### src/aus_pkg.sv
// Constants for the error reporting capability header and uncorrectable status bank.
// Assumes a 32-bit AHB-Lite register bus and word-aligned register offsets.
package aus_pkg;

    // ========================================================
    // Register map
    localparam logic [11:0] AUS_OFS_CAP_HEADER = 12'h100;
    localparam logic [11:0] AUS_OFS_UNC_STATUS = 12'h104;
    localparam int AUS_ADDR_LSB = 2;
    localparam int AUS_ADDR_MSB = 11;

    // ========================================================
    // Capability header fields
    localparam logic [15:0] AUS_CAP_ID = 16'h0001;
    localparam logic [3:0] AUS_CAP_VER = 4'h2;
    localparam int AUS_CAP_ID_LSB = 0;
    localparam int AUS_CAP_VER_LSB = 16;
    localparam int AUS_NXT_PTR_LSB = 20;
    localparam int AUS_NXT_PTR_W = 12;
    localparam logic [11:0] AUS_NXT_PTR_RESET = 12'h000;

    // ========================================================
    // Status bit positions
    localparam int AUS_BIT_LEGACY = 0;
    localparam int AUS_BIT_LINK_PROTO = 4;
    localparam int AUS_BIT_SURPRISE_DOWN = 5;
    localparam int AUS_BIT_POISONED = 12;
    localparam int AUS_BIT_FLOW_CTRL = 13;
    localparam int AUS_BIT_CPL_TIMEOUT = 14;
    localparam int AUS_BIT_CPL_ABORT = 15;
    localparam int AUS_BIT_UNEXP_CPL = 16;
    localparam int AUS_BIT_RX_OVERFLOW = 17;
    localparam int AUS_BIT_MALFORMED = 18;
    localparam int AUS_BIT_ECRC = 19;
    localparam int AUS_BIT_UNSUPP_REQ = 20;
    localparam int AUS_BIT_ACS_VIOL = 21;
    localparam int AUS_BIT_INTERNAL = 22;
    localparam int AUS_BIT_MCAST_BLK = 23;
    localparam int AUS_BIT_ATOMIC_BLK = 24;
    localparam int AUS_BIT_PREFIX_BLK = 25;

    // Bits that hold sticky write-one-to-clear state; all others read zero
    localparam logic [31:0] AUS_STICKY_MASK = 32'h007F_5011;
    localparam logic [31:0] AUS_STATUS_RESET = 32'h0000_0000;
    localparam logic [31:0] AUS_ZERO_WORD = 32'h0000_0000;

    // ========================================================
    // AHB-Lite encodings
    localparam logic [1:0] AUS_HTRANS_NONSEQ = 2'h2;
    localparam logic AUS_HRESP_OKAY = 1'h0;

endpackage : aus_pkg

### src/aus_bank.sv
// Error reporting capability header and uncorrectable error status registers.
// Assumes a single AHB-Lite master, single word transfers, detectors giving one-cycle pulses
// synchronous to ref_clk, and resetn asserted only on a cold power-on reset.
//
// The AHB-Lite slave port was left to the implementer.
`timescale 1ns/10ps

// Notes on behaviour
// Header bits 15:0 read a fixed capability identifier of 1.
// Header bits 19:16 read a fixed capability version of 2.
// Header bits 31:20 hold next pointer, defaulting per current port mode.
// After software writes the pointer, mode changes no longer reload it.
// Bit 4 sets on link protocol error; sticky, resets zero, write one clears.
// Bit 12 sets on poisoned packet; sticky, write one clears.
// Bit 14 sets on completion timeout; sticky, write one clears.
// Bit 16 sets on unexpected completion; sticky, write one clears.
// Bit 17 sets on receiver overflow; sticky, write one clears.
// Bit 18 sets on malformed packet; sticky, write one clears.
// Bit 19 sets on end-to-end CRC failure; sticky, write one clears.
// Bit 20 sets on unsupported request; sticky, write one clears.
// Bit 21 sets on access control violation; sticky, write one clears.
// Bit 22 sets on uncorrectable internal error; sticky, write one clears.
// Bit 22 is read-only zero while internal error reporting is disabled.
// Bit 0 is an unused legacy flag, reset zero, never set.
// Surprise-down bit 5 reads zero, read-only.
// Flow control error bit 13 reads zero, read-only.
// Completer abort bit 15 reads zero, read-only.
// Multicast blocked bit 23 reads zero, read-only.
// Atomic egress bit 24 and prefix blocked bit 25 read zero.
// Reserved bits 3:1, 11:6, 31:26 read zero, writes ignored.
// Sticky bits survive conventional and hot resets; only cold reset clears.
module aus_bank
    import aus_pkg::*;
#(
    parameter int MODE_W = 2,
    parameter logic [(1 << MODE_W) * AUS_NXT_PTR_W - 1:0] NXT_PTR_MODE_DEFAULTS = '0
) (
    input wire logic ref_clk,
    input wire logic resetn,
    input wire logic warm_reset,
    input wire logic [MODE_W-1:0] port_mode,
    input wire logic internal_error_report_enable,
    input wire logic link_protocol_error,
    input wire logic poisoned_packet,
    input wire logic completion_timeout,
    input wire logic unexpected_completion,
    input wire logic receiver_overflow,
    input wire logic malformed_packet,
    input wire logic ecrc_error,
    input wire logic unsupported_request,
    input wire logic access_control_violation,
    input wire logic internal_fault,
    input wire logic hsel,
    input wire logic [31:0] haddr,
    input wire logic [1:0] htrans,
    input wire logic hwrite,
    input wire logic [2:0] hsize,
    input wire logic [31:0] hwdata,
    input wire logic hready,
    output logic hreadyout,
    output logic hresp,
    output logic [31:0] hrdata,
    output logic [31:0] uncorrectable_error_status,
    output logic mode_switch_retained
);

    // ========================================================
    // Decoding shared by the read and write paths
    function automatic logic hit(input logic [31:0] addr, input logic [11:0] ofs);
        hit = (addr[AUS_ADDR_MSB:AUS_ADDR_LSB] == ofs[AUS_ADDR_MSB:AUS_ADDR_LSB]);
    endfunction : hit

    function automatic logic [AUS_NXT_PTR_W-1:0] mode_default(input logic [MODE_W-1:0] m);
        mode_default = NXT_PTR_MODE_DEFAULTS[m * AUS_NXT_PTR_W +: AUS_NXT_PTR_W];
    endfunction : mode_default

    // ========================================================
    // Bus slave: zero wait states, always OKAY
    logic wr_pend;
    logic wr_header;
    logic wr_status;
    logic addr_phase;
    logic rd_now;

    assign addr_phase = hsel && hready && (htrans == AUS_HTRANS_NONSEQ);
    assign rd_now = addr_phase && !hwrite;
    assign hreadyout = 1'b1;
    assign hresp = AUS_HRESP_OKAY;

    // Warm reset drops a pending write but leaves all held state alone
    always_ff @(posedge ref_clk or negedge resetn) begin
        if (!resetn) begin
            wr_pend <= 1'b0;
            wr_header <= 1'b0;
            wr_status <= 1'b0;
        end else if (warm_reset) begin
            wr_pend <= 1'b0;
            wr_header <= 1'b0;
            wr_status <= 1'b0;
        end else begin
            wr_pend <= addr_phase && hwrite;
            wr_header <= addr_phase && hwrite && hit(haddr, AUS_OFS_CAP_HEADER);
            wr_status <= addr_phase && hwrite && hit(haddr, AUS_OFS_UNC_STATUS);
        end
    end

    // ========================================================
    // Next structure pointer
    logic [AUS_NXT_PTR_W-1:0] ptr_sw;
    logic [AUS_NXT_PTR_W-1:0] next_ptr;
    logic next_retained;

    assign next_retained = mode_switch_retained || (wr_pend && wr_header);

    always_comb begin
        if (wr_pend && wr_header) begin
            next_ptr = hwdata[AUS_NXT_PTR_LSB +: AUS_NXT_PTR_W];
        end else if (mode_switch_retained) begin
            next_ptr = ptr_sw;
        end else begin
            next_ptr = mode_default(port_mode);
        end
    end

    // Retention is cold-reset only, so a warm reset keeps the software value
    always_ff @(posedge ref_clk or negedge resetn) begin
        if (!resetn) begin
            mode_switch_retained <= 1'b0;
            ptr_sw <= AUS_NXT_PTR_RESET;
        end else begin
            mode_switch_retained <= next_retained;
            ptr_sw <= next_ptr;
        end
    end

    // ========================================================
    // Sticky status bits
    logic [31:0] events;
    logic [31:0] set_vec;
    logic [31:0] clr_vec;
    logic [31:0] writable;
    logic [31:0] next_status;
    logic [31:0] status_q;
    logic [31:0] status_view;

    always_comb begin
        events = AUS_ZERO_WORD;
        events[AUS_BIT_LEGACY] = 1'b0;
        events[AUS_BIT_LINK_PROTO] = link_protocol_error;
        events[AUS_BIT_POISONED] = poisoned_packet;
        events[AUS_BIT_CPL_TIMEOUT] = completion_timeout;
        events[AUS_BIT_UNEXP_CPL] = unexpected_completion;
        events[AUS_BIT_RX_OVERFLOW] = receiver_overflow;
        events[AUS_BIT_MALFORMED] = malformed_packet;
        events[AUS_BIT_ECRC] = ecrc_error;
        events[AUS_BIT_UNSUPP_REQ] = unsupported_request;
        events[AUS_BIT_ACS_VIOL] = access_control_violation;
        events[AUS_BIT_INTERNAL] = internal_fault && internal_error_report_enable;
    end

    always_comb begin
        writable = AUS_STICKY_MASK;
        writable[AUS_BIT_INTERNAL] = internal_error_report_enable;
    end

    assign set_vec = events & AUS_STICKY_MASK;
    assign clr_vec = (wr_pend && wr_status) ? (hwdata & writable) : AUS_ZERO_WORD;
    // Set wins over a clear in the same cycle so no event is lost
    assign next_status = (status_q & ~clr_vec) | set_vec;

    // Only a cold reset clears these; warm_reset is deliberately absent
    genvar gi;
    generate
        for (gi = 0; gi < 32; gi++) begin : g_status
            if (AUS_STICKY_MASK[gi]) begin : g_sticky
                always_ff @(posedge ref_clk or negedge resetn) begin
                    if (!resetn) begin
                        status_q[gi] <= AUS_STATUS_RESET[gi];
                    end else begin
                        status_q[gi] <= next_status[gi];
                    end
                end
            end else begin : g_zero
                assign status_q[gi] = AUS_STATUS_RESET[gi];
            end
        end
    endgenerate

    always_comb begin
        status_view = status_q;
        if (!internal_error_report_enable) begin
            status_view[AUS_BIT_INTERNAL] = 1'b0;
        end
    end

    assign uncorrectable_error_status = status_view;

    // ========================================================
    // Read data, taken at the address phase from next values so a write
    // directly ahead is already visible
    logic [31:0] header_word;
    logic [31:0] status_rd;

    always_comb begin
        header_word = AUS_ZERO_WORD;
        header_word[AUS_CAP_ID_LSB +: 16] = AUS_CAP_ID;
        header_word[AUS_CAP_VER_LSB +: 4] = AUS_CAP_VER;
        header_word[AUS_NXT_PTR_LSB +: AUS_NXT_PTR_W] = next_ptr;
        status_rd = next_status;
        if (!internal_error_report_enable) begin
            status_rd[AUS_BIT_INTERNAL] = 1'b0;
        end
    end

    always_ff @(posedge ref_clk or negedge resetn) begin
        if (!resetn) begin
            hrdata <= AUS_ZERO_WORD;
        end else if (rd_now) begin
            if (hit(haddr, AUS_OFS_CAP_HEADER)) begin
                hrdata <= header_word;
            end else if (hit(haddr, AUS_OFS_UNC_STATUS)) begin
                hrdata <= status_rd;
            end else begin
                hrdata <= AUS_ZERO_WORD;
            end
        end
    end

endmodule : aus_bank

### config.mk
export PLATFORM = sky130hd
export DESIGN_NAME = aus_bank
export DESIGN_NICKNAME = d
export VERILOG_FILES = /design/src/aus_pkg.sv /design/src/aus_bank.sv
export SDC_FILE = /design/constraint.sdc
export NUM_CORES = 1
export LEC_CHECK = 0
export BUFFER_PORTS_ARGS = -buffer_cell sky130_fd_sc_hd__buf_2
export CORE_UTILIZATION = 32
export DETAILED_ROUTE_END_ITERATION = 6
export PLACE_DENSITY = 0.69
export SLEW_MARGIN = 20
export SYNTH_ARGS = -nofsm -noshare
export SYNTH_HDL_FRONTEND = slang
export SYNTH_SLANG_ARGS = --single-unit
export TNS_END_PERCENT = 100
### constraint.sdc
create_clock -name ref_clk -period 1.53 [get_ports ref_clk]
set_input_delay 0.153 -clock ref_clk [delete_from_list [all_inputs] [get_ports ref_clk]]
set_output_delay 0.153 -clock ref_clk [all_outputs]
set_load 0.1 [all_outputs]
==> metrics <==
via count of the first global-routing pass between 1500 and 2000; outcome completed; wire length of the first global-routing pass between 8000 and 9000 µm; met3 capacity usage during global routing 0.0221; number of DRC markers in iteration 0 87; Longest Clk Path Bufs 2; Max Cap Viol 0; average cell area after synthesis approximately 10 µm²; Crit path arrival time approximately 1300 ps; DR vias/cell 4.32; number of sinks driven by the clock tree 47; Final Cell Area roughly 0.0027 mm²; sequential cell area in the final layout between 0.001 and 0.0015 mm²; grt met1 use 0.179; global-route usage over all layers 0.143; share of the cycle needed by the critical path after routing 0.943; htree depth 2; kind of start point of the critical path flip-flop; Total Neg Setup Slack 0 ps; number of unique standard cell types used by synthesis 31; setup fix buffers added after clock tree synthesis 0; leading cell type in the layout, fill and taps excluded sky130_fd_sc_hd__buf_2; instance area at placement between 0.002 and 0.003 mm²; slowest cell on the critical path sky130_fd_sc_hd__dfrtp_2; largest stage delay on the critical path ~510 ps; worst clock skew between 5 and 6 ps; Setup violations, final 0; kind of critical path flip-flop to primary output; RSZ-0062 raised after global routing no; Final Hold Fails 0; Layout Utilization 0.399; Pwr Total between 2 and 2.5 mW; share of the synthesized area in the top cell type 0.521; wire length reported by the detailed router around 5000 µm; capturing element type of the critical path primary output; routability-driven placement congestion ratio 0.765; ordered list of cells on the worst path buf_2; Clk Tree Root Cell sky130_fd_sc_hd__clkbuf_8; Die Wd about 86 µm; Max Transition Viols Final 0; final net count 392; core area 0.00679 mm²; post-synthesis sequential element count 47; largest cells by area after synthesis sky130_fd_sc_hd__dfrtp_1, sky130_fd_sc_hd__buf_4, sky130_fd_sc_hd__nand2_1; CTS tree yes; Most Crowded Layer GR met2; fraction of final layout cells with drive strength greater than 1 0.351; GR Util met2 0.242; gr ovfl total 0; full die area approximately 0.0074 mm²; delay-heaviest family, CP flip-flops; standard-cell row count 30; maximum net fanout on the critical path 14; maximum number of pins on one net before global-route repair 29; HPWL after detailed placement 3930 µm; time the worst path needs with I/O delays and setup ~1400 ps; average detailed-routed wire length per instance between 10 and 15 µm; via count 1731; commonest cells after routing, fill and taps aside sky130_fd_sc_hd__buf_2, sky130_fd_sc_hd__dfrtp_1, sky130_fd_sc_hd__nand2_1; number of warnings reported in the yosys synthesis log 0; Synth Instances ~230; leakage power figure between 1 and 1.5 nW; Worst VDD drop around 0.31 mV; area of combinational cells with multiple inputs just under 800 µm²; maximum frequency from static timing analysis around 0.69 GHz; count of input and output buffers 80; part of the Yosys area used for sequential elements 0.521; Final ANT Viol Nets 0; Hold Worst Slack roughly 50 ps; clock network latency to the later pin of the worst-skew pair 290 ps; DRC violations left 0; number of buffers added by the clock tree synthesis step 5; cell type with the largest total area after synthesis sky130_fd_sc_hd__dfrtp_1; CTS clock-pin slew for the worst setup and hold paths about 80 ps; count of boundary I/O pins ~160; fill cell total of the finished layout roughly 700; layout-stage area growth over the synthesis result 20.1%; number of antenna violations at the first check in global routing 0; data required time at the worst endpoint 1380 ps; Buf/Inv on CP 1; type of the tightest min-delay check primary input to flip-flop; initial standard-cell utilization of the core 0.332; diodes inserted 0; vertical die dimension between 80 and 90 µm; power density over the cells approximately 910 mW/mm²; total iterations of the first detailed-routing run 4; netlist area before placement between 0.002 and 0.0025 mm²
[layer usage]
| layer | part of all wire | wire, µm | vias to the layer above |
|---|---|---|---|
| met1 | 0.44 | 2200 | 844 |
| met3 | 0.039 | 198 | 6 |
| met4 | 0.014 | 72 | 0 |
| li1 | - | - | 828 |
| met5 | 0 | 0 | - |
| met2 | 0.51 | 2570 | 53 |
[kinds of logic after synthesis]
family / share of synthesized area
simple gates: 0.179
buf+inv: 0.188
flops: 0.521
compound gates: 0.109
other cells: 0.00333
[final cells by class]
type                    instances  area share
clock inverters                 1     0.00185
well taps                      96      0.0443
repair buffers                 92       0.187
multi-input cells             146       0.288
flip-flops and latches         47       0.434
clock buffers                   7      0.0282
inverters                      12      0.0166
[sequential cells by signal, indices dropped and copies added (netlist names)]
signal                      cells
uncorrectable_error_status     10
hrdata                         20
wr_header                       1
wr_status                       1
mode_switch_retained            1
ptr_sw                         12
status_q                        1
wr_pend                         1
[synth_stat cells]
master / number
sky130_fd_sc_hd__nand2b_1: 1
sky130_fd_sc_hd__conb_1: 2
sky130_fd_sc_hd__a211oi_1: 2
sky130_fd_sc_hd__nand4_2: 1
sky130_fd_sc_hd__nor2_1: 2
sky130_fd_sc_hd__buf_6: 1
sky130_fd_sc_hd__buf_4: 45
sky130_fd_sc_hd__or4b_1: 1
sky130_fd_sc_hd__inv_1: 12
sky130_fd_sc_hd__buf_2: 3
sky130_fd_sc_hd__or3b_2: 3
sky130_fd_sc_hd__nor3_1: 1
sky130_fd_sc_hd__or3_1: 1
sky130_fd_sc_hd__and2_2: 1
sky130_fd_sc_hd__clkbuf_1: 3
sky130_fd_sc_hd__nand2_1: 38
sky130_fd_sc_hd__nor3_2: 1
sky130_fd_sc_hd__o211ai_2: 1
sky130_fd_sc_hd__nand4b_1: 1
sky130_fd_sc_hd__buf_1: 1
sky130_fd_sc_hd__o211ai_1: 2
sky130_fd_sc_hd__a22o_1: 10
sky130_fd_sc_hd__a21oi_1: 8
sky130_fd_sc_hd__and2_1: 5
sky130_fd_sc_hd__nand3_1: 19
sky130_fd_sc_hd__nor3b_1: 1
sky130_fd_sc_hd__a21o_1: 4
sky130_fd_sc_hd__o31ai_1: 6
sky130_fd_sc_hd__nor4_4: 1
sky130_fd_sc_hd__dfrtp_1: 47
sky130_fd_sc_hd__or2_2: 1
[stage by stage]
| step | cells | worst slack (ps) |
|---|---|---|
| 4_1_cts | 401 | 61.6 |
| 5_1_grt | 401 | 13.2 |
| 3_5_place_dp | 392 | 8.24 |
| 2_1_floorplan | 258 | 162 |
| 3_3_place_gp | 392 | 36.3 |
| 6_report | 401 | 86.8 |
[final timing paths]
path	cells past startpoint	end	from	slack, ps
min	3	uncorrectable_error_status[12]	poisoned_packet	50
max in group asynchronous	3	wr_header	resetn	670
min reg2reg	2	hrdata[12]	hrdata[12]	490
min in group asynchronous	2	uncorrectable_error_status[17]	resetn	350
max	1	mode_switch_retained	mode_switch_retained	90
max reg2reg	4	hrdata[18]	wr_pend	190
[power by group]
part | switching [mW] | leakage (nW) | total [mW] | internal, mW
logic | 0.444 | 0.786 | 0.503 | 0.0584
registers | 0.000775 | 0.603 | 1.24 | 1.24
clock network | 0.391 | 0.0422 | 0.713 | 0.321
total | 0.836 | 1.43 | 2.46 | 1.62
[what timing repair did]
action	4_1_cts	5_1_grt
setup endpoints to repair	0	0
hold buffers	1	0
hold endpoints to repair	19	0
gates resized for setup	0	0
No activity file was read; power rests on OpenSTA's default activity.
